**src/jsr_pkg.sv**
```systemverilog
// Constants, register map and types for the jog speed reference ramp
package jsr_pkg;
	// Tick timing
	localparam int TICK_TIME_MS    = 2;
	localparam int CLK_FREQ_KHZ    = 125000;
	localparam int TICK_CYCLES_DEF = TICK_TIME_MS * CLK_FREQ_KHZ;
	// Widths
	localparam int SPEED_W_DEF = 16;
	localparam int SHAPE_W     = 16;
	localparam int ADDR_W      = 8;
	// Register byte offsets
	localparam logic [7:0] OFS_CTRL      = 8'h00;
	localparam logic [7:0] OFS_JOG_SPEED = 8'h04;
	localparam logic [7:0] OFS_RUN_REF   = 8'h08;
	localparam logic [7:0] OFS_CONST_SPD = 8'h0C;
	localparam logic [7:0] OFS_JOG_ACC   = 8'h10;
	localparam logic [7:0] OFS_JOG_DEC   = 8'h14;
	localparam logic [7:0] OFS_RUN_ACC   = 8'h18;
	localparam logic [7:0] OFS_RUN_DEC   = 8'h1C;
	localparam logic [7:0] OFS_SHAPE     = 8'h20;
	localparam logic [7:0] OFS_STATUS    = 8'h24;
	localparam logic [7:0] OFS_SPEED     = 8'h28;
	// Field positions
	localparam int CTRL_CONST_BIT  = 0;
	localparam int STAT_MODE_LSB   = 0;
	localparam int STAT_TRACK_BIT  = 8;
	localparam int STAT_SHAPE_LSB  = 16;
	// Values after reset
	localparam logic [31:0] RST_CTRL  = 32'h0000_0000;
	localparam logic [31:0] RST_SPEED = 32'h0000_0000;
	localparam logic [31:0] RST_STEP  = 32'h0000_0001;
	localparam logic [31:0] RST_SHAPE = 32'h0000_0000;
	// Bus responses
	localparam logic [1:0] RESP_OKAY   = 2'h0;
	localparam logic [1:0] RESP_SLVERR = 2'h2;
	// Ramp modes
	typedef enum logic [4:0] {
		MODE_IDLE    = 5'h01,
		MODE_JOG     = 5'h02,
		MODE_JOGSTOP = 5'h04,
		MODE_RUN     = 5'h08,
		MODE_RUNSTOP = 5'h10
	} jsr_mode_t;
endpackage

```
**src/jsr_jog_ramp.sv**
```systemverilog
// Jog and normal speed reference ramp with an AXI4-Lite register slave
// How it works
// - Commands are sampled and the ramp advances once per 2 ms tick.
// - Jog alone ramps the reference up to jog speed at jog acceleration.
// - Jog alone holds the reference at jog speed once reached.
// - Jog released without run ramps to zero at jog deceleration, then stops.
// - Run ignores jog and ramps to normal reference at normal rates.
// - Once at normal target, run tracks the normal reference directly.
// - Run released without jog ramps to zero at normal deceleration.
// - Run released with jog ramps down to jog speed at jog deceleration.
// - The selected constant speed under run takes priority over jog speed.
// - Ramp shaping time is forced to zero while jogging.
//
// Our own choices: the AXI4-Lite interface to the registers and the address map.
module jsr_jog_ramp
	import jsr_pkg::*;
#(
	parameter int TICK_CYCLES = TICK_CYCLES_DEF,
	parameter int SPEED_W     = SPEED_W_DEF
) (
	// Clock, reset and enable
	input  wire logic                clock,
	input  wire logic                srst,
	input  wire logic                ce,
	// Command pins
	input  wire logic                jogPin,
	input  wire logic                startPin,
	// AXI4-Lite write
	input  wire logic [ADDR_W-1:0]   s_axi_awaddr,
	input  wire logic                s_axi_awvalid,
	output logic                     s_axi_awready,
	input  wire logic [31:0]         s_axi_wdata,
	input  wire logic [3:0]          s_axi_wstrb,
	input  wire logic                s_axi_wvalid,
	output logic                     s_axi_wready,
	output logic [1:0]               s_axi_bresp,
	output logic                     s_axi_bvalid,
	input  wire logic                s_axi_bready,
	// AXI4-Lite read
	input  wire logic [ADDR_W-1:0]   s_axi_araddr,
	input  wire logic                s_axi_arvalid,
	output logic                     s_axi_arready,
	output logic [31:0]              s_axi_rdata,
	output logic [1:0]               s_axi_rresp,
	output logic                     s_axi_rvalid,
	input  wire logic                s_axi_rready,
	// Ramp outputs
	output logic [SPEED_W-1:0]       speedRef,
	output jsr_mode_t                rampMode,
	output logic [SHAPE_W-1:0]       shapeTime
);
	localparam int TW = $clog2(TICK_CYCLES + 1);
	localparam logic [TW-1:0] TICK_RELOAD = TW'(TICK_CYCLES - 1);

	if (TICK_CYCLES < 1) begin
		$error("TICK_CYCLES must be at least 1");
	end
	if (SPEED_W < 1 || SPEED_W > 31) begin
		$error("SPEED_W must lie in 1..31");
	end

	// Merge write data into a word by byte strobes
	function automatic logic [31:0] mergeStrb(input logic [31:0] old,
		input logic [31:0] data, input logic [3:0] strb);
		logic [31:0] res;
		res = old;
		for (int i = 0; i < 4; i++) begin
			if (strb[i])
				res[i*8 +: 8] = data[i*8 +: 8];
		end
		return res;
	endfunction

	// Address hits a mapped, aligned register
	function automatic logic isMapped(input logic [ADDR_W-1:0] addr);
		return (addr[1:0] == 2'h0) && (addr <= OFS_SPEED);
	endfunction

	// One ramp step toward the target; zero step jumps straight there
	function automatic logic [SPEED_W-1:0] rampStep(
		input logic [SPEED_W-1:0] cur, input logic [SPEED_W-1:0] tgt,
		input logic [SPEED_W-1:0] up, input logic [SPEED_W-1:0] dn);
		logic [SPEED_W:0]   sum;
		logic [SPEED_W-1:0] res;
		sum = {1'b0, cur} + {1'b0, up};
		res = cur;
		if (cur < tgt) begin
			if (up == '0 || sum >= {1'b0, tgt})
				res = tgt;
			else
				res = sum[SPEED_W-1:0];
		end else if (cur > tgt) begin
			if (dn == '0 || dn >= cur - tgt)
				res = tgt;
			else
				res = cur - dn;
		end
		return res;
	endfunction

	// Bus and register state
	logic                awreadyReg, awreadyNext;
	logic                wreadyReg, wreadyNext;
	logic                awHeldReg, awHeldNext;
	logic                wHeldReg, wHeldNext;
	logic [ADDR_W-1:0]   awaddrReg, awaddrNext;
	logic [31:0]         wdataReg, wdataNext;
	logic [3:0]          wstrbReg, wstrbNext;
	logic                bvalidReg, bvalidNext;
	logic [1:0]          brespReg, brespNext;
	logic                arreadyReg, arreadyNext;
	logic                rvalidReg, rvalidNext;
	logic [31:0]         rdataReg, rdataNext;
	logic [1:0]          rrespReg, rrespNext;
	logic                constSelReg, constSelNext;
	logic [SPEED_W-1:0]  jogSpeedReg, jogSpeedNext;
	logic [SPEED_W-1:0]  runRefReg, runRefNext;
	logic [SPEED_W-1:0]  constSpdReg, constSpdNext;
	logic [SPEED_W-1:0]  jogAccReg, jogAccNext;
	logic [SPEED_W-1:0]  jogDecReg, jogDecNext;
	logic [SPEED_W-1:0]  runAccReg, runAccNext;
	logic [SPEED_W-1:0]  runDecReg, runDecNext;
	logic [SHAPE_W-1:0]  shapeReg, shapeNext;
	// Ramp state
	logic                jogMetaReg, jogSyncReg;
	logic                startMetaReg, startSyncReg;
	logic [TW-1:0]       tickCntReg, tickCntNext;
	jsr_mode_t           modeReg, modeNext;
	logic [SPEED_W-1:0]  speedReg, speedNext;
	logic                trackReg, trackNext;
	logic [SHAPE_W-1:0]  shapeOutReg, shapeOutNext;

	// Register file and AXI4-Lite handshakes
	always_comb begin
		logic [31:0] merged;
		logic [31:0] rd;
		merged = mergeStrb(32'h0, wdataReg, wstrbReg);
		rd = 32'h0;
		awreadyNext = awreadyReg;
		wreadyNext = wreadyReg;
		awHeldNext = awHeldReg;
		wHeldNext = wHeldReg;
		awaddrNext = awaddrReg;
		wdataNext = wdataReg;
		wstrbNext = wstrbReg;
		bvalidNext = bvalidReg;
		brespNext = brespReg;
		arreadyNext = arreadyReg;
		rvalidNext = rvalidReg;
		rdataNext = rdataReg;
		rrespNext = rrespReg;
		constSelNext = constSelReg;
		jogSpeedNext = jogSpeedReg;
		runRefNext = runRefReg;
		constSpdNext = constSpdReg;
		jogAccNext = jogAccReg;
		jogDecNext = jogDecReg;
		runAccNext = runAccReg;
		runDecNext = runDecReg;
		shapeNext = shapeReg;
		if (s_axi_awvalid && awreadyReg) begin
			awaddrNext = s_axi_awaddr;
			awreadyNext = 1'b0;
			awHeldNext = 1'b1;
		end
		if (s_axi_wvalid && wreadyReg) begin
			wdataNext = s_axi_wdata;
			wstrbNext = s_axi_wstrb;
			wreadyNext = 1'b0;
			wHeldNext = 1'b1;
		end
		if (awHeldReg && wHeldReg && !bvalidReg) begin
			awHeldNext = 1'b0;
			wHeldNext = 1'b0;
			bvalidNext = 1'b1;
			brespNext = isMapped(awaddrReg) ? RESP_OKAY : RESP_SLVERR;
			case (awaddrReg)
				OFS_CTRL: begin
					merged = mergeStrb(32'(constSelReg), wdataReg, wstrbReg);
					constSelNext = merged[CTRL_CONST_BIT];
				end
				OFS_JOG_SPEED: begin
					merged = mergeStrb(32'(jogSpeedReg), wdataReg, wstrbReg);
					jogSpeedNext = merged[SPEED_W-1:0];
				end
				OFS_RUN_REF: begin
					merged = mergeStrb(32'(runRefReg), wdataReg, wstrbReg);
					runRefNext = merged[SPEED_W-1:0];
				end
				OFS_CONST_SPD: begin
					merged = mergeStrb(32'(constSpdReg), wdataReg, wstrbReg);
					constSpdNext = merged[SPEED_W-1:0];
				end
				OFS_JOG_ACC: begin
					merged = mergeStrb(32'(jogAccReg), wdataReg, wstrbReg);
					jogAccNext = merged[SPEED_W-1:0];
				end
				OFS_JOG_DEC: begin
					merged = mergeStrb(32'(jogDecReg), wdataReg, wstrbReg);
					jogDecNext = merged[SPEED_W-1:0];
				end
				OFS_RUN_ACC: begin
					merged = mergeStrb(32'(runAccReg), wdataReg, wstrbReg);
					runAccNext = merged[SPEED_W-1:0];
				end
				OFS_RUN_DEC: begin
					merged = mergeStrb(32'(runDecReg), wdataReg, wstrbReg);
					runDecNext = merged[SPEED_W-1:0];
				end
				OFS_SHAPE: begin
					merged = mergeStrb(32'(shapeReg), wdataReg, wstrbReg);
					shapeNext = merged[SHAPE_W-1:0];
				end
				default: begin
					merged = 32'h0;
				end
			endcase
		end
		if (bvalidReg && s_axi_bready) begin
			bvalidNext = 1'b0;
			awreadyNext = 1'b1;
			wreadyNext = 1'b1;
		end
		case (s_axi_araddr)
			OFS_CTRL:      rd = 32'(constSelReg);
			OFS_JOG_SPEED: rd = 32'(jogSpeedReg);
			OFS_RUN_REF:   rd = 32'(runRefReg);
			OFS_CONST_SPD: rd = 32'(constSpdReg);
			OFS_JOG_ACC:   rd = 32'(jogAccReg);
			OFS_JOG_DEC:   rd = 32'(jogDecReg);
			OFS_RUN_ACC:   rd = 32'(runAccReg);
			OFS_RUN_DEC:   rd = 32'(runDecReg);
			OFS_SHAPE:     rd = 32'(shapeReg);
			OFS_STATUS: begin
				rd[STAT_MODE_LSB +: 5] = modeReg;
				rd[STAT_TRACK_BIT] = trackReg;
				rd[STAT_SHAPE_LSB +: SHAPE_W] = shapeOutReg;
			end
			OFS_SPEED:     rd = 32'(speedReg);
			default:       rd = 32'h0;
		endcase
		if (s_axi_arvalid && arreadyReg) begin
			arreadyNext = 1'b0;
			rvalidNext = 1'b1;
			rdataNext = rd;
			rrespNext = isMapped(s_axi_araddr) ? RESP_OKAY : RESP_SLVERR;
		end
		if (rvalidReg && s_axi_rready) begin
			rvalidNext = 1'b0;
			arreadyNext = 1'b1;
		end
	end

	always_ff @(posedge clock) begin
		if (srst) begin
			awreadyReg <= 1'b1;
			wreadyReg <= 1'b1;
			awHeldReg <= 1'b0;
			wHeldReg <= 1'b0;
			awaddrReg <= '0;
			wdataReg <= 32'h0;
			wstrbReg <= 4'h0;
			bvalidReg <= 1'b0;
			brespReg <= RESP_OKAY;
			arreadyReg <= 1'b1;
			rvalidReg <= 1'b0;
			rdataReg <= 32'h0;
			rrespReg <= RESP_OKAY;
			constSelReg <= RST_CTRL[CTRL_CONST_BIT];
			jogSpeedReg <= RST_SPEED[SPEED_W-1:0];
			runRefReg <= RST_SPEED[SPEED_W-1:0];
			constSpdReg <= RST_SPEED[SPEED_W-1:0];
			jogAccReg <= RST_STEP[SPEED_W-1:0];
			jogDecReg <= RST_STEP[SPEED_W-1:0];
			runAccReg <= RST_STEP[SPEED_W-1:0];
			runDecReg <= RST_STEP[SPEED_W-1:0];
			shapeReg <= RST_SHAPE[SHAPE_W-1:0];
		end else if (ce) begin
			awreadyReg <= awreadyNext;
			wreadyReg <= wreadyNext;
			awHeldReg <= awHeldNext;
			wHeldReg <= wHeldNext;
			awaddrReg <= awaddrNext;
			wdataReg <= wdataNext;
			wstrbReg <= wstrbNext;
			bvalidReg <= bvalidNext;
			brespReg <= brespNext;
			arreadyReg <= arreadyNext;
			rvalidReg <= rvalidNext;
			rdataReg <= rdataNext;
			rrespReg <= rrespNext;
			constSelReg <= constSelNext;
			jogSpeedReg <= jogSpeedNext;
			runRefReg <= runRefNext;
			constSpdReg <= constSpdNext;
			jogAccReg <= jogAccNext;
			jogDecReg <= jogDecNext;
			runAccReg <= runAccNext;
			runDecReg <= runDecNext;
			shapeReg <= shapeNext;
		end
	end

	// Tick, mode and ramp
	always_comb begin
		logic [SPEED_W-1:0] runTarget;
		runTarget = constSelReg ? constSpdReg : runRefReg;
		tickCntNext = tickCntReg - 1'b1;
		modeNext = modeReg;
		speedNext = speedReg;
		trackNext = trackReg;
		if (tickCntReg == '0) begin
			tickCntNext = TICK_RELOAD;
			if (startSyncReg) begin
				modeNext = MODE_RUN;
				if (trackReg) begin
					speedNext = runTarget;
				end else begin
					speedNext = rampStep(speedReg, runTarget, runAccReg,
						runDecReg);
					trackNext = (speedNext == runTarget);
				end
			end else if (jogSyncReg) begin
				modeNext = MODE_JOG;
				trackNext = 1'b0;
				speedNext = rampStep(speedReg, jogSpeedReg, jogAccReg,
					jogDecReg);
			end else begin
				trackNext = 1'b0;
				case (modeReg)
					MODE_RUN, MODE_RUNSTOP: begin
						modeNext = MODE_RUNSTOP;
						speedNext = rampStep(speedReg, '0, runAccReg,
							runDecReg);
					end
					MODE_JOG, MODE_JOGSTOP: begin
						modeNext = MODE_JOGSTOP;
						speedNext = rampStep(speedReg, '0, jogAccReg,
							jogDecReg);
					end
					default: begin
						speedNext = '0;
					end
				endcase
				if (speedNext == '0)
					modeNext = MODE_IDLE;
			end
		end
		if (modeNext == MODE_JOG || modeNext == MODE_JOGSTOP)
			shapeOutNext = '0;
		else
			shapeOutNext = shapeReg;
	end

	always_ff @(posedge clock) begin
		if (srst) begin
			jogMetaReg <= 1'b0;
			jogSyncReg <= 1'b0;
			startMetaReg <= 1'b0;
			startSyncReg <= 1'b0;
			tickCntReg <= TICK_RELOAD;
			modeReg <= MODE_IDLE;
			speedReg <= '0;
			trackReg <= 1'b0;
			shapeOutReg <= RST_SHAPE[SHAPE_W-1:0];
		end else if (ce) begin
			jogMetaReg <= jogPin;
			jogSyncReg <= jogMetaReg;
			startMetaReg <= startPin;
			startSyncReg <= startMetaReg;
			tickCntReg <= tickCntNext;
			modeReg <= modeNext;
			speedReg <= speedNext;
			trackReg <= trackNext;
			shapeOutReg <= shapeOutNext;
		end
	end

	assign s_axi_awready = awreadyReg;
	assign s_axi_wready = wreadyReg;
	assign s_axi_bresp = brespReg;
	assign s_axi_bvalid = bvalidReg;
	assign s_axi_arready = arreadyReg;
	assign s_axi_rdata = rdataReg;
	assign s_axi_rresp = rrespReg;
	assign s_axi_rvalid = rvalidReg;
	assign speedRef = speedReg;
	assign rampMode = modeReg;
	assign shapeTime = shapeOutReg;
endmodule

```
**config.mk**
```make
export PLATFORM = sky130hd
export DESIGN_NAME = jsr_jog_ramp
export DESIGN_NICKNAME = d
export VERILOG_FILES = /design/src/jsr_pkg.sv /design/src/jsr_jog_ramp.sv
export SDC_FILE = /design/constraint.sdc
export NUM_CORES = 1
export LEC_CHECK = 0
export ABC_AREA = 1
export ABC_CLOCK_PERIOD_IN_PS = 4900
export BUFFER_PORTS_ARGS = -buffer_cell sky130_fd_sc_hd__buf_4
export CAP_MARGIN = 40
export CORE_MARGIN = 2
export CORE_UTILIZATION = 56
export CTS_BUF_LIST = sky130_fd_sc_hd__clkbuf_16
export DETAILED_ROUTE_END_ITERATION = 12
export PLACE_DENSITY = 0.78
export SYNTH_ARGS = -nofsm -noshare
export SYNTH_HDL_FRONTEND = slang
export SYNTH_SLANG_ARGS = --single-unit
```
**constraint.sdc**
```tcl
create_clock -name clock -period 4.9 [get_ports clock]
set_input_delay 0.735 -clock clock [delete_from_list [all_inputs] [get_ports clock]]
set_output_delay 0.735 -clock clock [all_outputs]
set_load 0.005 [all_outputs]
```
# Word level (Yosys, flattened, before mapping)

Index checks and enable logic that the tools add are counted.

$add $sub $neg: 7
Magnitude comparators: 16
Equality and inequality tests: 26
Muxes and demuxes: 57
Reductions and logical operators: 66

Operators with widths:

| operator                                                           | number |
|---|---|
| 2-to-1 mux 16 bit                                                  | 28 |
| logical NOT 16 bit                                                 | 5 |
| AND reduction 4 bit                                                | 17 |
| == test 8 x 5 -> 1 bit, second input constant                      | 8 |
| greater-or-equal comparator 16 bit                                 | 4 |
| subtractor 16 bit                                                  | 4 |
| case mux 7 bit (9 select lines)                                    | 1 |
| case mux 5 bit (11 select lines)                                   | 1 |
| adder 16 x 16 -> 17 bit                                            | 2 |
| greater-or-equal comparator 17 x 1 -> 1 bit, second input constant | 2 |
| greater-or-equal comparator 17 x 16 -> 1 bit                       | 2 |
| == test 8 x 4 -> 1 bit, second input constant                      | 4 |
| == test 8 x 6 -> 1 bit, second input constant                      | 4 |
| > comparator 16 bit                                                | 2 |
| less-than comparator 16 bit                                        | 2 |
| case mux 16 bit (2 select lines)                                   | 1 |
| case mux 3 bit (9 select lines)                                    | 1 |
| AND reduction 2 bit                                                | 11 |
| 2-to-1 mux 5 bit                                                   | 4 |
| logical NOT 18 bit                                                 | 1 |
| 2-to-1 mux 18 bit                                                  | 1 |
| subtractor 18 x 1 -> 18 bit, second input constant                 | 1 |
| == test 16 bit                                                     | 1 |
| == test 8 x 3 -> 1 bit, second input constant                      | 2 |
| 20 further kinds                                                   | 63 |

Register bits: 258
Word-level logic and storage cells: 211

# Longest topological paths before layout

Word-level depth: 17
Gate-level depth with buffers: 35
Gate-level depth less buffers: 34

# Least setup slack after synthesis

OpenSTA, ideal clock, no wires.

Path type: flip-flop to flip-flop
From: reg constSelReg
To: reg trackReg
Data arrival time: 4.759 ns
Path slack: 0.072 ns
Cell stages (with the launch flop): 34
Path buffers: 2
Clock period less this slack: 4.828 ns
Cell sequence: dfxtp_1 clkbuf_1 nand2_1 o21ai_1 inv_1 ha_1 inv_1 o31ai_1 a21oi_1 o21ai_0 nand2_1 nand2_1 a21oi_1 o21ai_0 a21oi_1 nor2_1 nor2_1 xor2_1 ha_1 nand4_1 nor3_1 nand3_1 nand4_1 clkbuf_1 a21oi_1 o21ai_0 nand2_1 nand2_1 nand2_1 nor2_1 nand2_1 nor2_1 nand3_1 a21oi_1

Longest elaborated chain between the ends: 13
Elaborated cells between the ends (all ways): 18
Those cells by class: 1 x add/sub; 4 x order compare; 1 x eq/ne; 10 x mux; 2 x reduce/logical

RTL lines:

| what                               | RTL line            | RTL |
|---|---|---|
| start: declaration                 | jsr_jog_ramp.sv:115 | `logic constSelReg, constSelNext;` |
| start signal: assignment           | jsr_jog_ramp.sv:269 | `constSelReg <= RST_CTRL[CTRL_CONST_BIT];` |
| start signal: assignment           | jsr_jog_ramp.sv:292 | `constSelReg <= constSelNext;` |
| 2-to-1 mux 16 bit (*)              | jsr_jog_ramp.sv:307 | `runTarget = constSelReg ? constSpdReg : runRefReg;` |
| subtractor 16 bit                  | jsr_jog_ramp.sv:93  | `if (dn == '0 \|\| dn >= cur - tgt)` |
| greater-or-equal comparator 16 bit | jsr_jog_ramp.sv:93  |  |
| logical OR 1 bit                   | jsr_jog_ramp.sv:93  |  |
| 2-to-1 mux 16 bit                  | jsr_jog_ramp.sv:93  |  |
| 2-to-1 mux 16 bit                  | jsr_jog_ramp.sv:92  | `end else if (cur > tgt) begin` |
| 2-to-1 mux 16 bit                  | jsr_jog_ramp.sv:87  | `if (cur < tgt) begin` |
| 2-to-1 mux 16 bit                  | jsr_jog_ramp.sv:316 | `if (trackReg) begin` |
| 2-to-1 mux 16 bit                  | jsr_jog_ramp.sv:314 | `if (startSyncReg) begin` |
| 2-to-1 mux 16 bit                  | jsr_jog_ramp.sv:312 | `if (tickCntReg == '0) begin` |
| == test 16 bit (*)                 | jsr_jog_ramp.sv:321 | `trackNext = (speedNext == runTarget);` |
| 2-to-1 mux 1 bit (*)               | jsr_jog_ramp.sv:316 |  |
| 2-to-1 mux 1 bit (*)               | jsr_jog_ramp.sv:314 |  |
| end signal: assignment             | jsr_jog_ramp.sv:374 | `trackReg <= trackNext;` |
| end: declaration                   | jsr_jog_ramp.sv:130 | `logic trackReg, trackNext;` |

Every way passes the cells marked *; elsewhere a longest branch is shown, timed or not. The select of a mux whose other input is x is not followed.
A chain may end at the register's enable or synchronous reset.

# Final worst setup path

Ends and elaborated chain as after synthesis.

==> impl_metrics.tcl <==
set metrics [dict create \
    end_kind "flop" \
    setup_viol 1 \
    worstReg2RegEnd "trackReg$_SDFFE_PP0P_" \
    core_area_mm2 0.0353 \
    drv_slew 0 \
    synth-edff-count 0 \
    synth_compound_area_share_pct 23.4 \
    fin_cells 3731 \
    grt_pass1_vias 21200 \
    outcome "complete, but fails checks" \
    finalWorstSetupSlack_ns -0.0326 \
    wl_met1_um 32200 \
    dr_total_vias 23300 \
    path_class "reg -> reg" \
    overflow 0 \
    powerDensity_mw_per_mm2 209 \
    reg2reg_depth 34 \
    num_io_pins 140 \
    viasPerCell 6.26 \
    dp_cells 3668 \
    grt_max_degree 113 \
    async_reset_ff_share_pct 0 \
    grt_pass1_wl_um 127000 \
    final_layout_size_suffix_gt1_share_pct 14.1 \
    antenna_found_initial 1 \
    fmax_ghz 0.203 \
    max_stage_delay_ns 0.37 \
    yosys.cell_types.count 64 \
    htree_levels 1 \
    min_path_type "in -> reg" \
    root_buffer "clkbuf_16" \
    ys_seq_area_share_pct 25.7 \
    cp-start-kind "flop" \
    fill_cells 3107 \
    endpoint "trackReg$_SDFFE_PP0P_" \
    avgSynthCellArea_um2 6.52 \
    ys.flop_type "dfxtp_1" \
    leakage_nw 11.3 \
    placementRows 69 \
    worst_slew_pin_slew_ns 0.915 \
    die_area_mm2 0.0372 \
    fin_crit_sh_pct 101 \
    die_h_um 193 \
    power_mw 4.92 \
    yosys_warnings 0 \
    nets 3474 \
    skew_ns 0.0201 \
    netlist_area_mm2 0.0200 \
    relSlewSlack_pct 38.6 \
    multi_input_comb_area_mm2 0.0130 \
    synthSimpleGateAreaFrac_pct 26.8 \
    hold_buffers 0 \
    violations "negative setup slack" \
    insertion_delay_ns 0.61 \
    dp.final_hpwl_um 67400 \
    numPortBuffers 119 \
    regArea_mm2 0.00513 \
    cpMaxStageDelayCell "dfxtp_4" \
    r2r-start "constSelReg$_SDFFE_PP0P_" \
    wl_met3_um 10400 \
    whs_ns 0.373 \
    cts_buffer_depth 3 \
    drv_cap 0 \
    cp_max_fo 6 \
    vdd_drop_max_v 0.000350 \
    synth_mux_area_share_pct 0 \
    required_ns 5.41 \
    drt_first_pass_iters 8 \
    crit_top_cell "a21oi_2" \
    area_growth_syn_to_layout_pct 17.9 \
    wl_met2_um 36700 \
    floorplan.initialDensity_pct 56.5 \
    hold_violations 0 \
    finalInstanceArea_mm2 0.0235 \
    tns_ns -0.0326 \
    routed_wl_um 87600 \
    synthAdderAreaFrac_pct 10.7 \
    pre_cts_slack_ns -0.247 \
    grt_setup_unrepaired "true" \
    ff2ff_setup_slack_ns -0.03 \
    gp_congestion 1.07 \
    numCtsBuffers 30 \
    ant_nets 0 \
    clk_pin_slew_worst_paths_ns 0.06 \
    cts_tree "done" \
    grt_usage_pct 45.9 \
    dr.first_iter.drc_count 3025 \
    post_dp_cell_area_mm2 0.0221 \
    cp_data_arrival_time_ns 5.44 \
    routedWlPerCell_um 23.5 \
    synth-xor-area-share_pct 3.12 \
    ys_ff_latch 256 \
    post-route-util_pct 66.6 \
    crit_start "constSelReg$_SDFFE_PP0P_" \
    synth_top_family_by_area "simple AND/OR/NAND/NOR gates" \
    chipWidth_um 193 \
    top_layer_used "met4" \
    drc 0 \
    synthCells 3060 \
    clkSinkCount 256 \
    period_needed_ns 4.93 \
]
[report_power, final]
| part | switching [mW] | internal [mW] | leakage (nW) |
|---|---|---|---|
| Combinational | 0.176 | 0.0899 | 8.69 |
| Sequential | 0.0635 | 2.10 | 2.07 |
| Clock | 0.992 | 1.49 | 0.535 |
[cell usage in the layout, fill, tap and decap left out, types with 6 or more instances in the layout]
master	n
inv_2	23
nand2_4	7
dfxtp_1	255
o21ai_2	10
o21bai_2	10
fa_1	6
xor2_1	48
o21ai_1	22
nor2_4	7
nand4_1	62
clkbuf_16	31
nand3_1	203
buf_12	6
nor3_1	23
ha_1	158
o22ai_1	62
o21ai_0	233
clkinv_2	7
inv_1	402
a211oi_1	18
bufinv_16	7
a21o_1	7
clkinv_1	8
nor4_1	24
nor2_2	15
a31oi_1	6
xnor2_1	23
nand3_2	10
a21oi_2	20
nand2_2	23
o211ai_1	36
a21oi_1	337
nor2_1	185
buf_4	244
nand2_1	634
o21bai_1	19
[sequential cells by signal (all words and copies together), names as in the netlist, 8 cells and up]
| register | count |
|---|---|
| shapeReg | 16 |
| jogDecReg | 16 |
| constSpdReg | 16 |
| runAccReg | 16 |
| tickCntReg | 18 |
| awaddrReg | 8 |
| shapeTime | 16 |
| s_axi_rdata | 32 |
| jogSpeedReg | 16 |
| wdataReg | 16 |
| jogAccReg | 16 |
| runDecReg | 16 |
| speedRef | 16 |
| runRefReg | 16 |
[worst max-delay path, delay by kind of cell, from the launching register on]
kind,cells,cell delay (ns)
adder cells (fa/ha/maj),2,0.48
buffers and inverters,6,0.81
AO/OA/AOI/OAI,14,1.84
XOR/XNOR,1,0.27
AND/OR/NAND/NOR,11,1.06
flip-flops,1,0.37
[what timing repair did]
action / 4_1_cts / 5_1_grt
setup endpoints to repair: 17 / 17
pin swaps: 3 / 48
gates resized for setup: 8 / 72
setup buffers: 0 / 4
cloned: 0 / 2
[worst min-delay path by stage]
stage,startpoint,end,depth (start not counted)
finish,srst,constSelReg$_SDFFE_PP0P_,2
global route,srst,constSelReg$_SDFFE_PP0P_,2
CTS,startPin,startMetaReg$_SDFFE_PP0P_,3
detailed placement,wHeldReg$_SDFFE_PP0P_,wHeldReg$_SDFFE_PP0P_,2
global placement,awHeldReg$_SDFFE_PP0P_,awHeldReg$_SDFFE_PP0P_,2
floorplan,awHeldReg$_SDFFE_PP0P_,awHeldReg$_SDFFE_PP0P_,2
[layout make-up]
cell class	count	share of cell area [%]
diodes	1	0.0106
flip-flops and latches	256	21.8
repair buffers	260	9.06
well taps	461	2.45
inverters	428	6.85
clock buffers	30	3.19
multi-input cells	2269	55.2
clock inverters	26	1.44
[kinds of logic after synthesis]
kind of cell | after synthesis
simple gates | 1212
compound gates | 817
buf+inv | 536
flops | 256
fa+ha+maj | 167
xor+xnor | 71
other cells | 1
[routing by layer]
metal  vias up  global-route usage (%)
met5         -                       0
met2      1470                    69.7
met4         0                    34.6
met1     10700                    56.2
met3       414                    10.7
li1      10700                       -
[synthesized netlist by cell type, types with 4 or more instances]
library cell,n,area (um2)
nand2_1,642,2410
inv_1,404,1520
a21oi_1,347,1740
dfxtp_1,256,5120
o21ai_0,250,1250
nand3_1,208,1040
nor2_1,190,713
ha_1,161,2010
clkbuf_1,87,327
nand4_1,62,388
o22ai_1,62,388
xor2_1,48,420
o211ai_1,36,270
nor3_1,25,125
nor4_1,25,156
xnor2_1,23,201
inv_2,20,75.1
o21bai_1,20,150
a211oi_1,18,135
nand2_2,16,100
a21oi_2,12,105
o21ai_1,12,60.1
nor2_2,10,62.6
o21bai_2,9,101
a21o_1,7,52.6
a31oi_1,7,43.8
buf_2,7,35.0
nor2_4,7,78.8
buf_1,6,22.5
fa_1,6,120
nand2_4,6,67.6
buf_4,5,37.5
nand3_2,5,50.1
nand3b_1,5,37.5
o21ai_2,4,35.0
o31ai_1,4,30.0
Note: power is estimated with default switching activity, not from simulation.
